[config.mk]
export PLATFORM = sky130hd
export DESIGN_NAME = ams_core
export DESIGN_NICKNAME = d
export VERILOG_FILES = /design/src/pkg/ams_pkg.sv /design/src/core/ams_core.sv
export SDC_FILE = /design/constraint.sdc
export NUM_CORES = 1
export LEC_CHECK = 0
export BUFFER_PORTS_ARGS = -buffer_cell sky130_fd_sc_hd__clkbuf_2
export CAP_MARGIN = 40
export CORE_MARGIN = 8
export CORE_UTILIZATION = 47
export DETAILED_ROUTE_END_ITERATION = 7
export GPL_TIMING_DRIVEN = 1
export PLACE_DENSITY = 0.89
export SYNTH_ARGS = -nofsm -noshare
export SYNTH_HDL_FRONTEND = slang
export SYNTH_SLANG_ARGS = --single-unit
[constraint.sdc]
create_clock -name clk_sys -period 3.48 [get_ports clk_sys]
set_clock_uncertainty 0.1 [all_clocks]
set_input_delay 0.174 -clock clk_sys [delete_from_list [all_inputs] [get_ports clk_sys]]
set_output_delay 0.174 -clock clk_sys [all_outputs]
set_load 0.05 [all_outputs]
[src/pkg/ams_pkg.sv]
package ams_pkg;

    // ------------------------------------------------------------
    // register map
    // ------------------------------------------------------------
    localparam logic [31:0] CFG_OFFSET    = 32'h0000_0000;
    localparam logic [31:0] DATA_OFFSET   = 32'h0000_0004;
    localparam logic [31:0] STATUS_OFFSET = 32'h0000_0008;

    localparam int CFG_W    = 13;
    localparam int CH_LSB   = 0;
    localparam int ACQ_LSB  = 4;
    localparam int SYNC_BIT = 8;
    localparam int CMD_LSB  = 9;
    localparam int BW_BIT   = 12;
    localparam int HI_LSB   = 8;

    localparam int ST_STANDBY_N = 0;
    localparam int ST_READY_N   = 1;
    localparam int ST_SAMPLING  = 2;
    localparam int ST_SYNC_MODE = 3;
    localparam int ST_FSM_LSB   = 4;

    localparam logic [1:0] RESP_OKAY   = 2'h0;
    localparam logic [1:0] RESP_SLVERR = 2'h2;

    // ------------------------------------------------------------
    // command codes and channel select
    // ------------------------------------------------------------
    localparam logic [2:0] CMD_STANDBY   = 3'h0;
    localparam logic [2:0] CMD_FULL_CAL  = 3'h1;
    localparam logic [2:0] CMD_AUTO_ZERO = 3'h2;
    localparam logic [2:0] CMD_RESET     = 3'h3;
    localparam logic [2:0] CMD_START     = 3'h4;
    localparam int         SINGLE_BIT    = 3;
    localparam int         COM_BIT       = 8;

    // ------------------------------------------------------------
    // timing, in clk_sys cycles
    // ------------------------------------------------------------
    localparam logic [15:0] ACQ_CYC_00  = 16'h0009;
    localparam logic [15:0] ACQ_CYC_01  = 16'h000F;
    localparam logic [15:0] ACQ_CYC_10  = 16'h002F;
    localparam logic [15:0] ACQ_CYC_11  = 16'h004F;
    localparam logic [15:0] WAKE_CYC    = 16'h0040;
    localparam logic [15:0] CAL_CYC     = 16'h0800;
    localparam logic [15:0] AZ_CYC      = 16'h0040;
    localparam logic [15:0] CONV_CYC    = 16'h0020;
    localparam logic [15:0] CNT_ONE     = 16'h0001;
    localparam logic [15:0] CNT_ZERO    = 16'h0000;

    // ------------------------------------------------------------
    // state
    // ------------------------------------------------------------
    typedef enum logic [2:0] {
        FSM_STANDBY   = 3'h0,
        FSM_WAKE      = 3'h1,
        FSM_IDLE      = 3'h3,
        FSM_ACQ       = 3'h2,
        FSM_CONV      = 3'h6,
        FSM_WAIT_SYNC = 3'h7,
        FSM_CAL       = 3'h5,
        FSM_AZ        = 3'h4
    } ams_fsm_t;

    typedef struct packed {
        ams_fsm_t          state;
        logic [CFG_W-1:0]  cfg;
        logic [CFG_W-1:0]  data;
        logic [15:0]       cnt;
        logic              ready_n;
        logic              standby_n;
        logic              sampling;
        logic              sync_out;
        logic              sync_meta;
        logic              sync_sync;
        logic              sync_prev;
        logic              bvalid;
        logic [1:0]        bresp;
        logic              rvalid;
        logic [31:0]       rdata;
        logic [1:0]        rresp;
    } ams_regs_t;

    // power-up: standby, sync mode, command 000, bus narrow
    localparam logic [CFG_W-1:0] CFG_RESET = 13'h0100;
    localparam logic [CFG_W-1:0] DATA_RESET = 13'h0000;

endpackage

[src/core/ams_core.sv]
// Implementation choices: the address map and the AXI4-Lite register port.
`timescale 1ns/1ps
module ams_core
    import ams_pkg::*;
(
    input  wire logic        clk_sys,
    input  wire logic        rst_n,
    input  wire logic [31:0] s_axi_awaddr,
    input  wire logic        s_axi_awvalid,
    output logic             s_axi_awready,
    input  wire logic [31:0] s_axi_wdata,
    input  wire logic [3:0]  s_axi_wstrb,
    input  wire logic        s_axi_wvalid,
    output logic             s_axi_wready,
    output logic [1:0]       s_axi_bresp,
    output logic             s_axi_bvalid,
    input  wire logic        s_axi_bready,
    input  wire logic [31:0] s_axi_araddr,
    input  wire logic        s_axi_arvalid,
    output logic             s_axi_arready,
    output logic [31:0]      s_axi_rdata,
    output logic [1:0]       s_axi_rresp,
    output logic             s_axi_rvalid,
    input  wire logic        s_axi_rready,
    input  wire logic [12:0] conv_result,
    input  wire logic        sync_in,
    output logic             sync_out,
    output logic             sync_oe,
    output logic             standby_flag_n,
    output logic             ready_n,
    output logic             sampling,
    output logic             converting,
    output logic             calibrating,
    output logic [7:0]       mux_out_pos,
    output logic [8:0]       mux_out_neg
);

    // ------------------------------------------------------------
    // helpers
    // ------------------------------------------------------------
    function automatic logic [15:0] acq_cycles(input logic [1:0] sel);
        case (sel)
            2'h0:    acq_cycles = ACQ_CYC_00;
            2'h1:    acq_cycles = ACQ_CYC_01;
            2'h2:    acq_cycles = ACQ_CYC_10;
            default: acq_cycles = ACQ_CYC_11;
        endcase
    endfunction

    function automatic logic [CFG_W-1:0] merge_cfg(input logic [CFG_W-1:0] old,
                                                 input logic [31:0] wd,
                                                 input logic [3:0] strb);
        logic [CFG_W-1:0] v;
        v = old;
        if (strb[0]) begin
            v[HI_LSB-1:0] = wd[HI_LSB-1:0];
        end
        if (strb[1]) begin
            v[CFG_W-1:HI_LSB] = wd[CFG_W-1:HI_LSB];
        end
        merge_cfg = v;
    endfunction

    ams_regs_t r_reg;
    ams_regs_t r_next;

    logic        wr_fire;
    logic        rd_fire;
    logic        wr_cfg;
    logic [CFG_W-1:0] cfg_new;
    logic [2:0]  cmd_new;
    logic        chan_changed;
    logic        sync_mode;
    logic        sync_rise;
    logic        host_read;
    logic        cnt_done;
    logic [2:0]  chan_pos;

    // ------------------------------------------------------------
    // bus handshakes
    // ------------------------------------------------------------
    // address and data taken together so one write needs no holding register
    assign s_axi_awready = s_axi_awvalid & s_axi_wvalid & ~r_reg.bvalid;
    assign s_axi_wready  = s_axi_awready;
    assign s_axi_arready = ~r_reg.rvalid;
    assign wr_fire       = s_axi_awready;
    assign rd_fire       = s_axi_arvalid & s_axi_arready;
    assign wr_cfg        = wr_fire & (s_axi_awaddr == CFG_OFFSET);

    assign s_axi_bvalid = r_reg.bvalid;
    assign s_axi_bresp  = r_reg.bresp;
    assign s_axi_rvalid = r_reg.rvalid;
    assign s_axi_rdata  = r_reg.rdata;
    assign s_axi_rresp  = r_reg.rresp;

    assign cfg_new      = merge_cfg(r_reg.cfg, s_axi_wdata, s_axi_wstrb);
    assign cmd_new      = cfg_new[CMD_LSB +: 3];
    assign chan_changed = cfg_new[CH_LSB +: 4] != r_reg.cfg[CH_LSB +: 4];
    assign sync_mode    = r_reg.cfg[SYNC_BIT];
    assign sync_rise    = r_reg.sync_sync & ~r_reg.sync_prev;
    assign cnt_done     = r_reg.cnt == CNT_ZERO;
    assign host_read    = rd_fire & (s_axi_araddr == DATA_OFFSET) & (r_reg.state == FSM_IDLE)
                          & (r_reg.cfg[CMD_LSB +: 3] == CMD_START);

    // ------------------------------------------------------------
    // pins
    // ------------------------------------------------------------
    assign standby_flag_n = r_reg.standby_n;
    assign ready_n        = r_reg.ready_n;
    assign sampling       = r_reg.sampling;
    assign converting     = r_reg.state == FSM_CONV;
    assign calibrating    = (r_reg.state == FSM_CAL) | (r_reg.state == FSM_AZ);
    assign sync_oe        = ~sync_mode;
    assign sync_out       = r_reg.sync_out;

    // differential: pair index in bits 2:1, bit 0 picks the positive member
    assign chan_pos = r_reg.cfg[SINGLE_BIT] ? r_reg.cfg[CH_LSB +: 3]
                                            : r_reg.cfg[CH_LSB +: 3];
    always_comb begin
        mux_out_pos = 8'h00;
        mux_out_neg = 9'h000;
        mux_out_pos[chan_pos] = 1'b1;
        if (r_reg.cfg[SINGLE_BIT]) begin
            mux_out_neg[COM_BIT] = 1'b1;
        end else begin
            mux_out_neg[{chan_pos[2:1], ~chan_pos[0]}] = 1'b1;
        end
    end

    // ------------------------------------------------------------
    // next state
    // ------------------------------------------------------------
    always_comb begin
        r_next = r_reg;
        r_next.sync_meta = sync_in;
        r_next.sync_sync = r_reg.sync_meta;
        r_next.sync_prev = r_reg.sync_sync;
        if (!cnt_done) begin
            r_next.cnt = r_reg.cnt - CNT_ONE;
        end

        // timed phases
        case (r_reg.state)
            FSM_WAKE: begin
                if (cnt_done) begin
                    r_next.state    = FSM_IDLE;
                    r_next.ready_n  = 1'b0;
                    r_next.sampling = 1'b1;
                end
            end
            FSM_ACQ: begin
                if (cnt_done) begin
                    r_next.state    = FSM_CONV;
                    r_next.cnt      = CONV_CYC - CNT_ONE;
                    r_next.sampling = 1'b0;
                    r_next.sync_out = 1'b1;
                end
            end
            FSM_CONV: begin
                if (cnt_done) begin
                    r_next.state    = FSM_IDLE;
                    r_next.data     = conv_result;
                    r_next.ready_n  = 1'b0;
                    r_next.sampling = 1'b1;
                    r_next.sync_out = 1'b0;
                end
            end
            FSM_CAL, FSM_AZ: begin
                if (cnt_done) begin
                    r_next.state    = FSM_IDLE;
                    r_next.ready_n  = 1'b0;
                    r_next.sampling = 1'b1;
                end
            end
            default: begin
            end
        endcase

        // host read of the result arms the next sample
        if (host_read) begin
            r_next.ready_n = 1'b1;
            if (sync_mode) begin
                r_next.state = FSM_WAIT_SYNC;
            end else begin
                r_next.state = FSM_ACQ;
                r_next.cnt   = acq_cycles(r_reg.cfg[ACQ_LSB +: 2]) - CNT_ONE;
            end
        end

        // in synchronous mode a sync rising edge starts conversion from FSM_IDLE or FSM_WAIT_SYNC; a running FSM_ACQ still ends in FSM_CONV
        if (sync_mode && sync_rise && (r_reg.cfg[CMD_LSB +: 3] == CMD_START)
            && ((r_reg.state == FSM_IDLE) || (r_reg.state == FSM_WAIT_SYNC))) begin
            r_next.state    = FSM_CONV;
            r_next.cnt      = CONV_CYC - CNT_ONE;
            r_next.sync_out = 1'b1;
            r_next.ready_n  = 1'b1;
            r_next.sampling = 1'b0;
        end

        // configuration write wins over everything above
        if (wr_cfg) begin
            r_next.cfg = cfg_new;
            if (cmd_new == CMD_STANDBY) begin
                r_next.state     = FSM_STANDBY;
                r_next.standby_n = 1'b0;
                r_next.ready_n   = 1'b1;
                r_next.sampling  = 1'b0;
                r_next.sync_out  = 1'b0;
            end else if (r_reg.state == FSM_STANDBY) begin
                r_next.state     = FSM_WAKE;
                r_next.standby_n = 1'b1;
                r_next.cnt       = WAKE_CYC - CNT_ONE;
            end else if ((r_reg.state == FSM_IDLE) || (r_reg.state == FSM_WAIT_SYNC)) begin
                case (cmd_new)
                    CMD_FULL_CAL: begin
                        r_next.state    = FSM_CAL;
                        r_next.cnt      = CAL_CYC - CNT_ONE;
                        r_next.ready_n  = 1'b1;
                        r_next.sampling = 1'b0;
                    end
                    CMD_AUTO_ZERO: begin
                        r_next.state    = FSM_AZ;
                        r_next.cnt      = AZ_CYC - CNT_ONE;
                        r_next.ready_n  = 1'b1;
                        r_next.sampling = 1'b0;
                    end
                    CMD_RESET: begin
                        r_next.state   = FSM_IDLE;
                        r_next.ready_n = 1'b0;
                    end
                    default: begin
                        if (chan_changed) begin
                            r_next.sampling = 1'b1;
                        end
                    end
                endcase
            end
        end

        // write response
        if (wr_fire) begin
            r_next.bvalid = 1'b1;
            r_next.bresp  = wr_cfg ? RESP_OKAY : RESP_SLVERR;
        end else if (s_axi_bready) begin
            r_next.bvalid = 1'b0;
        end

        // read response
        if (rd_fire) begin
            r_next.rvalid = 1'b1;
            r_next.rresp  = RESP_OKAY;
            r_next.rdata  = 32'h0000_0000;
            case (s_axi_araddr)
                CFG_OFFSET:  r_next.rdata[CFG_W-1:0] = r_reg.cfg;
                DATA_OFFSET: r_next.rdata[CFG_W-1:0] = r_reg.data;
                STATUS_OFFSET: begin
                    r_next.rdata[ST_STANDBY_N]      = r_reg.standby_n;
                    r_next.rdata[ST_READY_N]        = r_reg.ready_n;
                    r_next.rdata[ST_SAMPLING]       = r_reg.sampling;
                    r_next.rdata[ST_SYNC_MODE]      = sync_mode;
                    r_next.rdata[ST_FSM_LSB +: 3]   = r_reg.state;
                end
                default:     r_next.rresp = RESP_SLVERR;
            endcase
        end else if (s_axi_rready) begin
            r_next.rvalid = 1'b0;
        end
    end

    // ------------------------------------------------------------
    // registers
    // ------------------------------------------------------------
    always_ff @(posedge clk_sys) begin
        if (!rst_n) begin
            r_reg.state     <= FSM_STANDBY;
            r_reg.cfg       <= CFG_RESET;
            r_reg.data      <= DATA_RESET;
            r_reg.cnt       <= CNT_ZERO;
            r_reg.ready_n   <= 1'b1;
            r_reg.standby_n <= 1'b0;
            r_reg.sampling  <= 1'b0;
            r_reg.sync_out  <= 1'b0;
            r_reg.sync_meta <= 1'b0;
            r_reg.sync_sync <= 1'b0;
            r_reg.sync_prev <= 1'b0;
            r_reg.bvalid    <= 1'b0;
            r_reg.bresp     <= RESP_OKAY;
            r_reg.rvalid    <= 1'b0;
            r_reg.rdata     <= 32'h0000_0000;
            r_reg.rresp     <= RESP_OKAY;
        end else begin
            r_reg <= r_next;
        end
    end

    logic [15:0] acq_len;
    logic [15:0] acq_goal;
    always_ff @(posedge clk_sys) begin
        if (!rst_n) begin
            acq_len  <= CNT_ZERO;
            acq_goal <= CNT_ZERO;
        end else if (host_read && !wr_cfg) begin
            acq_len  <= CNT_ZERO;
            acq_goal <= acq_cycles(r_reg.cfg[ACQ_LSB +: 2]);
        end else if (r_reg.state == FSM_ACQ) begin
            acq_len  <= acq_len + CNT_ONE;
        end
    end
endmodule

[Word level (Yosys, flattened, before mapping)]
Index checks and enable logic that the tools add are counted.
Word-level totals
  output and inout bits: 65
  word-level logic and storage cells: 135
  bits in registers: 71
  input bits: 121
Operators by class
  add/sub/neg operators: 2
  magnitude comparators: 4
  bitwise operators: 14
  eq/ne operators: 16
  muxes and demuxes: 58
  reduce and logical (&&, ||, !) cells: 23
Operator list (count)
  two-way mux 16 bit: 9
  logical NOT 32 bit: 2
  two-way mux 17 bit: 3
  case mux 7 bit (3 select lines): 2
  == test 32 x 3 -> 1 bit, second input constant: 1
  == test 32 x 4 -> 1 bit, second input constant: 1
  case mux 16 bit (2 select lines): 1
  subtractor 16 x 1 -> 16 bit, second input constant: 2
  two-way mux 3 bit: 9
  two-way mux 20 bit: 1
  logical NOT 16 bit: 1
  two-way mux 1 bit: 16
  two-way mux 8 bit: 2
  == test 3 bit, second input constant: 5
  == test 3 x 2 -> 1 bit, second input constant: 4
  case mux 6 bit (2 select lines): 1
  two-way mux 2 bit: 5
  case mux 3 bit (3 select lines): 1
  AND 1 bit: 8
  AND reduction 2 bit: 4
  demux 1 bit (select 3 bit): 2
  == test 3 x 1 -> 1 bit, second input constant: 2
  greater-or-equal comparator 3 x 1 -> 1 bit, second input constant: 2
  logical NOT 3 bit: 2
  18 further kinds: 31

[Longest topological paths before layout]
Gate-level depths: netlist of run 1.
  depth in word-level cells: 15
  gate-level depth with buffers: 12
  depth with buffers taken out: 10

[Worst setup path before layout of run 1]
OpenSTA, ideal clock, no wires.
  path type: reg2reg
  from: register r_reg, in the netlist s_axi_bvalid
  to: register r_reg[89] (netlist bit)
  setup slack: 911 ps
  cell stages (with the launch flop): 9
  period minus slack after synthesis: 2569 ps
  required time: 3306 ps
  arrival: 2395 ps
  buffers on the path: 2
  library setup time: 74 ps
  cell sequence: dfxtp_1 -> and3b_1 -> clkbuf_1 -> nand3_1 -> nor3_1 -> clkbuf_1 -> nor4b_1 -> a21oi_1 -> a31oi_1
On the way
  cells in the longest elaborated chain, start to end: 4
RTL lines
  from (decl): line ams_core.sv:64  | ams_regs_t r_reg;
  from (signal assigned): line ams_core.sv:292  | r_reg <= r_next;
  inverter 1 bit: line ams_core.sv:83  | assign s_axi_awready = s_axi_awvalid & s_axi_wvalid & ~r_reg.bvalid;
  AND 1 bit: line ams_core.sv:83
  net s_axi_awready: line ams_core.sv:10  | output logic s_axi_awready,
  AND 1 bit: line ams_core.sv:88  | assign wr_cfg = wr_fire & (s_axi_awaddr == CFG_OFFSET);
  two-way mux 16 bit: line ams_core.sv:201  | if (wr_cfg) begin
The timed path passes the listed nets, and every way through them passes these cells.
A chain may end at the register's enable or synchronous reset.

[Worst setup path in the final report of run 1]
  from: register r_reg[57] (netlist bit)
  to: register r_reg[62] (netlist bit)
On the way
  cells in the longest elaborated chain, start to end: 2
RTL lines
  logical NOT 16 bit: line ams_core.sv:101  | assign cnt_done = r_reg.cnt == CNT_ZERO;
  AND reduction 2 bit (no line)
No other way between the ends.

==> flow_summary_export.csv, run 1 <==
group,metric,value,unit
outcome,outcome,"completed",
placed_design,hpwlAfterDp,9420,um
clock_tree,clock-root-buffer,"clkbuf_8",
clock_tree,cts_tree,"yes",
placed_design,place_area,4530,um^2
detailed_routing,drc,0,
placed_design,place_ws,0.625,ns
global_route,grt_pass1_vias,4211,
critical_path,crit_required,3.62,ns
layout,utilization,60.7,%
layout,largest_reg_flops,43,
detailed_routing,viasPerCell,5.64,
critical_path,crit-reg2reg-capture,"r_reg[62]$_SDFFE_PN0P_",
detailed_routing,antenna_left,0,
sta,fmax,335,MHz
clock_tree,numCtsBuffers,9,
critical_path,criticalPathCategory,"reg2reg",
detailed_routing,vias,4232,
clock_tree,htreeDepth,3,
layout,final_nets,765,
critical_path,crit_path_start,"r_reg[57]$_SDFF_PN0_",
sta,grt_setup_unrepaired,"no",
clock_tree,cts_sinks,69,
logic_synthesis,yosys_register_bits,69,
placed_design,io_buffer_count,143,
clock_tree,cts_buffer_depth,2,
sta,tightest_slew,0.835,ns
critical_path,reg2reg_from,"r_reg[57]$_SDFF_PN0_",
global_route,grt_pass1_wl,20800,um
sta,fin_hold_ws,0.0240,ns
critical_path,end_kind,"flop",
detailed_routing,wirelength,12800,um
logic_synthesis,synth_edf_count,0,
detailed_routing,first_iter_violations,394,
logic_synthesis,synth_cells,499,
logic_synthesis,synth_flop_cell,"dfxtp_1",
die,dieArea,11700,um^2
power_and_ir_drop,cellLeakagePower,2.36,nW
power_and_ir_drop,finalPower,2.66,mW
layout,final_cell_mix,"clkbuf_2, dfxtp_1, nor2_1",
sta,hold_viol,0,
layout,fin_cells,751,
logic_synthesis,seq_area_frac_synth,34.7,%
global_route,track_usage,21.9,%
global_route,grt_max_degree,30,
global_route,antenna_found_initial,0,
sta,period_minus_slack,2.98,ns
die,die_x,108,um
sta,slew_violations,0,
flow_run,maxCapViolations,0,
hold_path,min_path_type,"in2reg",
power_and_ir_drop,powerDensity,533,nW/um^2
critical_path,cp.arrival,3.12,ns
clock_tree,clk_pin_slew,0.09,ns
detailed_routing,firstDrtPassIters,5,
layout,antenna_cells,0,
power_and_ir_drop,peakVddDrop,0.309,mV
sta,finalCritPeriodShare,85.7,%
critical_path,crit_path_end,"r_reg[62]$_SDFFE_PN0P_",
logic_synthesis,async_flop_share,0,%
die,num_rows,33,
logic_synthesis,synth.avg_cell_area,7.97,um^2
critical_path,rrSetupSlack,0.50,ns
detailed_routing,drt-wirelength-per-cell,17.0,um
sta,setup_viol,0,
sta,slew_headroom,44.3,%
logic_synthesis,yosysWarnings,0,
critical_path,cp_max_fo,13,
logic_synthesis,synth.distinct_cells,52,
die,fp.coreArea,8220,um^2
clock_tree,ctsResizeCount,0,
die,die_y,108,um
global_route,grt.overflow.total,0,
die,ios,186,
layout,drive_above_1_share,27.1,%
critical_path,cp-start-kind,"flop",
placed_design,place_congestion,0.931,
layout,final_area,4990,um^2
clock_tree,clk_latency,0.36,ns
sta,final.setup.worst_slack,0.499,ns
die,floorplan.initialDensity,48.4,%
sta,fin_tns_setup,0,ns
layout,final_common_cell,"clkbuf_2",
placed_design,dp.cells,709,
logic_synthesis,syn-cell-area,3980,um^2
critical_path,r2r_cells,7,
layout,area_growth,25.5,%
-- Yosys cell counts (all sizes together) (2+ instances only) --
cell type,n,area share [%]
nor3,14,1.8
and3,5,0.79
a21boi,3,0.57
clkbuf,21,2.0
nand3,12,1.5
nand4b,2,0.44
a21o,2,0.38
a21oi,27,3.4
o211ai,2,0.38
mux2,2,0.57
a31oi,11,1.7
nor4,20,3.7
and2,10,1.6
o31ai,6,1.1
dfxtp,69,35
xor2,7,1.5
or3,7,1.2
o21a,2,0.38
or2,3,0.47
mux2i,35,8.8
ha,3,0.94
xnor2,2,0.44
nor2,60,5.7
nand2b,5,0.79
inv,13,1.4
o2111ai,2,0.44
a211oi,5,0.94
nor2b,3,0.47
nand4,7,1.1
a22o,8,1.8
o21ai,24,3.0
nor4b,3,0.66
nand2,51,4.8
buf,42,8.3
-- kinds of logic after synthesis --
group                      synth area share (%)
AOI/OAI and AO/OA                          15.1
xor gates and xnor gates                   1.98
adders and majority gates                 0.944
buffers and inverters                      11.8
DFF                                        34.7
muxes                                      9.38
other                                    0.0943
and+or+nand+nor                            26.0
-- worst max-delay path: stages, from the launching register on --
cell	delay, ns
dfxtp_1	0.35
or3_4	0.42
nor4_4	0.49
and2_1	0.30
inv_6	0.07
or3_1	0.71
mux2i_1	0.35
nor2_1	0.07
-- layout make-up --
type	count	area [um^2]
flip-flops and latches	69	1380
repair buffers	174	1010
well taps	105	131
multi-input cells	373	2200
clock buffers	9	124
inverters	14	57.6
clock inverters	7	80.1
fillers	684	3230
-- worst min-delay path by stage --
stage                              start                        end  depth (start not counted)
final                       s_axi_bready  s_axi_bvalid$_SDFFE_PN0P_                          4
after global routing        s_axi_bready  s_axi_bvalid$_SDFFE_PN0P_                          4
after CTS                   s_axi_bready  s_axi_bvalid$_SDFFE_PN0P_                          4
after detailed placement  s_axi_wdata[8]     r_reg[82]$_SDFFE_PN1P_                          3
after global placement    s_axi_wdata[8]     r_reg[82]$_SDFFE_PN1P_                          3
after floorplan             s_axi_rready  s_axi_rvalid$_SDFFE_PN0P_                          1
-- per-layer routing --
| layer | up-vias | share of wire, % | wire length, um | GRT usage (%) |
|---|---|---|---|---|
| li1 | 1991 | - | - | - |
| met1 | 1996 | 38 | 4870 | 24.8 |
| met2 | 213 | 52 | 6640 | 38.5 |
| met3 | 32 | 7.0 | 895 | 5.18 |
| met4 | 0 | 2.7 | 342 | 9.22 |
| met5 | - | 0 | 0 | 0 |
-- what timing repair did --
| item | CTS | global route |
|---|---|---|
| hold buffers | 26 | 0 |
| setup buffers | 0 | 0 |
| endpoints found under the hold margin | 25 | 0 |
-- report_power, final --
| part | total [mW] | switching, mW | internal (mW) | leakage, nW |
|---|---|---|---|---|
| clock network | 0.683 | 0.344 | 0.339 | 0.0968 |
| registers | 0.956 | 0.0736 | 0.882 | 0.560 |
| logic | 1.02 | 0.594 | 0.424 | 1.70 |
| total | 2.66 | 1.01 | 1.65 | 2.36 |
No activity file was read; power rests on OpenSTA's default activity.
==> inputs of run 2 (changes only) <==
--- a/config.mk
+++ b/config.mk
@@ -5,10 +5,11 @@
 export SDC_FILE = /design/constraint.sdc
 export NUM_CORES = 1
 export LEC_CHECK = 0
+export ABC_AREA = 1
 export BUFFER_PORTS_ARGS = -buffer_cell sky130_fd_sc_hd__clkbuf_2
 export CAP_MARGIN = 40
 export CORE_MARGIN = 8
-export CORE_UTILIZATION = 47
+export CORE_UTILIZATION = 49
 export DETAILED_ROUTE_END_ITERATION = 7
 export GPL_TIMING_DRIVEN = 1
 export PLACE_DENSITY = 0.89
==> run 2 against run 1 <==
  * Total power grew 9.8%
  * Sequential power grew 4.1%
  * Routed wire length grew 4.1%
  * Non-clock buffer count shrank 23
  * Combinational power grew 22%
  * Die area grew 9.7%
  * Cell count grew 28%
  * Synthesized cell count grew 44%
  * Worst setup slack gained 0.81 ns
  * Sequential share of layout area shrank 2.4 points
  * Synthesized area grew 16%
  * Critical path depth shrank 4
  * Critical endpoint is now mux_out_neg[6]
  * Largest cell class unchanged
  * Highest routed layer unchanged
==> flow_summary_export.csv, run 2 <==
group,metric,value,unit
logic_synthesis,synthTopCellsByCount,"nand2_1, nor2_1, dfxtp_1",
die,fp.coreArea,9200,um^2
power_and_ir_drop,finalPower,2.92,mW
clock_tree,post_cts_buffers,0,
clock_tree,cts_tree,"yes",
critical_path,cp-start-kind,"flop",
clock_tree,clock-root-buffer,"clkbuf_8",
layout,final_cell_mix,"nand2_1, clkbuf_2, nor2_1",
die,die_y,113,um
hold_path,min_path_type,"in2reg",
clock_tree,numCtsBuffers,9,
global_route,grt.overflow.total,0,
power_and_ir_drop,p_sw,1.20,mW
sta,tightest_slew,0.684,ns
global_route,grt_pass1_vias,4648,
power_and_ir_drop,powerDensity,534,nW/um^2
power_and_ir_drop,p_int,1.72,mW
detailed_routing,drt-wirelength-per-cell,13.8,um
power_and_ir_drop,swShare,41.1,%
die,num_rows,35,
global_route,grt_pass1_wl,21600,um
critical_path,cp_max_fo,12,
logic_synthesis,synth.avg_cell_area,6.44,um^2
detailed_routing,firstDrtPassIters,6,
hold_path,hold_depth,3,
layout,final_common_cell,"nand2_1",
sta,period_minus_slack,2.17,ns
layout,area_growth,18.2,%
critical_path,r2r_cells,8,
die,ios,186,
logic_synthesis,yosysWarnings,0,
sta,slew_violations,0,
clock_tree,cts_buffer_depth,2,
layout,drive_above_1_share,27.4,%
outcome,outcome,"completed",
sta,fmax,462,MHz
sta,grt_setup_unrepaired,"no",
die,die_x,113,um
layout,seqCellArea,1380,um^2
critical_path,rrSetupSlack,1.32,ns
logic_synthesis,synth_edf_count,0,
layout,multiInputGateArea,2660,um^2
placed_design,place_congestion,0.931,
critical_path,crit_required,3.21,ns
critical_path,criticalPathCategory,"reg2out",
power_and_ir_drop,peakVddDrop,0.312,mV
detailed_routing,drc,0,
critical_path,end_kind,"primary output",
power_and_ir_drop,combPwrFrac,42.6,%
sta,fin_tns_setup,0,ns
sta,hold_viol,0,
layout,fillCellCount,865,
logic_synthesis,yosys_register_bits,69,
logic_synthesis,seq_area_frac_synth,29.9,%
sta,finalCritPeriodShare,62.3,%
sta,setup_viol,0,
detailed_routing,first_iter_violations,343,
die,dieArea,12800,um^2
sta,slew_headroom,54.3,%
clock_tree,htreeDepth,3,
hold_path,hold_start,"conv_result[10]",
critical_path,cp.arrival,1.89,ns
clock_tree,clk_latency,0.35,ns
logic_synthesis,yosysTopAreaCell,"dfxtp_1",
flow_run,maxCapViolations,0,
layout,antenna_cells,0,
detailed_routing,vias,4905,
logic_synthesis,async_flop_share,0,%
power_and_ir_drop,clkPwrFrac,23.3,%
clock_tree,clk_pin_slew,0.08,ns
detailed_routing,antenna_left,0,
logic_synthesis,synth_cells,717,
detailed_routing,viasPerCell,5.11,
placed_design,hpwlAfterDp,10500,um
hold_path,hold-path-endpoint,"r_reg[71]$_SDFFE_PN0P_",
layout,utilization,59.4,%
global_route,track_usage,20.5,%
layout,largest_reg_flops,43,
critical_path,reg2reg_from,"s_axi_rvalid$_SDFFE_PN0P_",
logic_synthesis,synth_flop_cell,"dfxtp_1",
clock_tree,cts_sinks,69,
logic_synthesis,synthTopCellsByArea,"dfxtp_1, nand2_1, nor2_1",
critical_path,crit-reg2reg-capture,"r_reg[56]$_SDFF_PN0_",
logic_synthesis,yosysMostFrequentCell,"nand2_1",
placed_design,io_buffer_count,143,
logic_synthesis,synth.distinct_cells,45,
detailed_routing,wirelength,13300,um
global_route,antenna_found_initial,0,
clock_tree,hold_buffers,6,
layout,final_nets,967,
logic_synthesis,syn-cell-area,4620,um^2
global_route,grt_max_degree,35,
power_and_ir_drop,seq_power_share,34.1,%
die,floorplan.initialDensity,50.2,%
power_and_ir_drop,cellLeakagePower,2.69,nW
logic_synthesis,yosysTopAreaCellShare,29.9,%
clock_tree,ctsResizeCount,0,
==> run 2: logic make-up after synthesis <==
kind of cell	count (synthesis)	synth area share, %
DFF	69	29.9
AOI/OAI and AO/OA	76	9.56
other	1	0.0812
buffers and inverters	128	14.1
and+or+nand+nor	437	45.0
xor gates and xnor gates	3	0.569
adders and majority gates	3	0.812
==> run 2: layout make-up <==
| class | instances | share of cell area [%] |
|---|---|---|
| Clock buffer | 11 | 2.77 |
| Clock inverter | 5 | 1.08 |
| Inverter | 72 | 5.09 |
| Multi-Input combinational cell | 540 | 48.8 |
| Tap cell | 111 | 2.54 |
| Timing Repair Buffer | 151 | 14.5 |
| Sequential cell | 69 | 25.3 |
==> run 2: power by group through the flow <==
stage	clock network (mW)	registers [mW]	logic (mW)
6_report	0.679	0.995	1.24
5_1_grt	0.715	1.01	1.40
4_1_cts	0.680	0.991	1.24
3_5_place_dp	0	1.01	1.21
3_3_place_gp	0	1.01	1.18
2_1_floorplan	0	0.985	0.998
==> run 2: worst max path at each step <==
stage	start	end	slack (ns)	cells past startpoint
floorplan	chan_pos[1]$_SDFFE_PN0P_	mux_out_neg[3]	0.82	3
global placement	s_axi_rvalid$_SDFFE_PN0P_	r_reg[57]$_SDFF_PN0_	1.40	8
detailed placement	s_axi_rvalid$_SDFFE_PN0P_	r_reg[58]$_SDFF_PN0_	1.38	8
CTS	chan_pos[0]$_SDFFE_PN0P_	mux_out_neg[6]	1.31	3
global route	s_axi_rvalid$_SDFFE_PN0P_	r_reg[57]$_SDFF_PN0_	1.12	8
finish	chan_pos[0]$_SDFFE_PN0P_	mux_out_neg[6]	1.31	3
==> run 2: through the flow <==
step                      instance area, um^2  instances  worst slack, ns  hold WS, ns
final                                    5460        959             1.31      0.00572
after global routing                     5460        959             1.12       0.0179
after CTS                                5460        959             1.31      0.00739
after detailed placement                 5190        937             1.38        0.265
after global placement                   5190        937             1.40        0.259
after floorplan                          4700        737            0.816        0.172
==> run 2: critical path, stage by stage, from the launching register on <==
cell and delay (ns):
dfxtp_1 0.58, clkinv_1 0.33, nor4_1 0.31, clkbuf_2 0.32
==> run 2: routing by layer <==
layer  up-vias  track usage (%)  part of all wire (%)
met5         -                0                     0
met4         0             7.28                   2.3
met2       197             36.2                    51
met1      2163             23.4                    41
li1       2515                -                     -
met3        30             5.06                   6.3
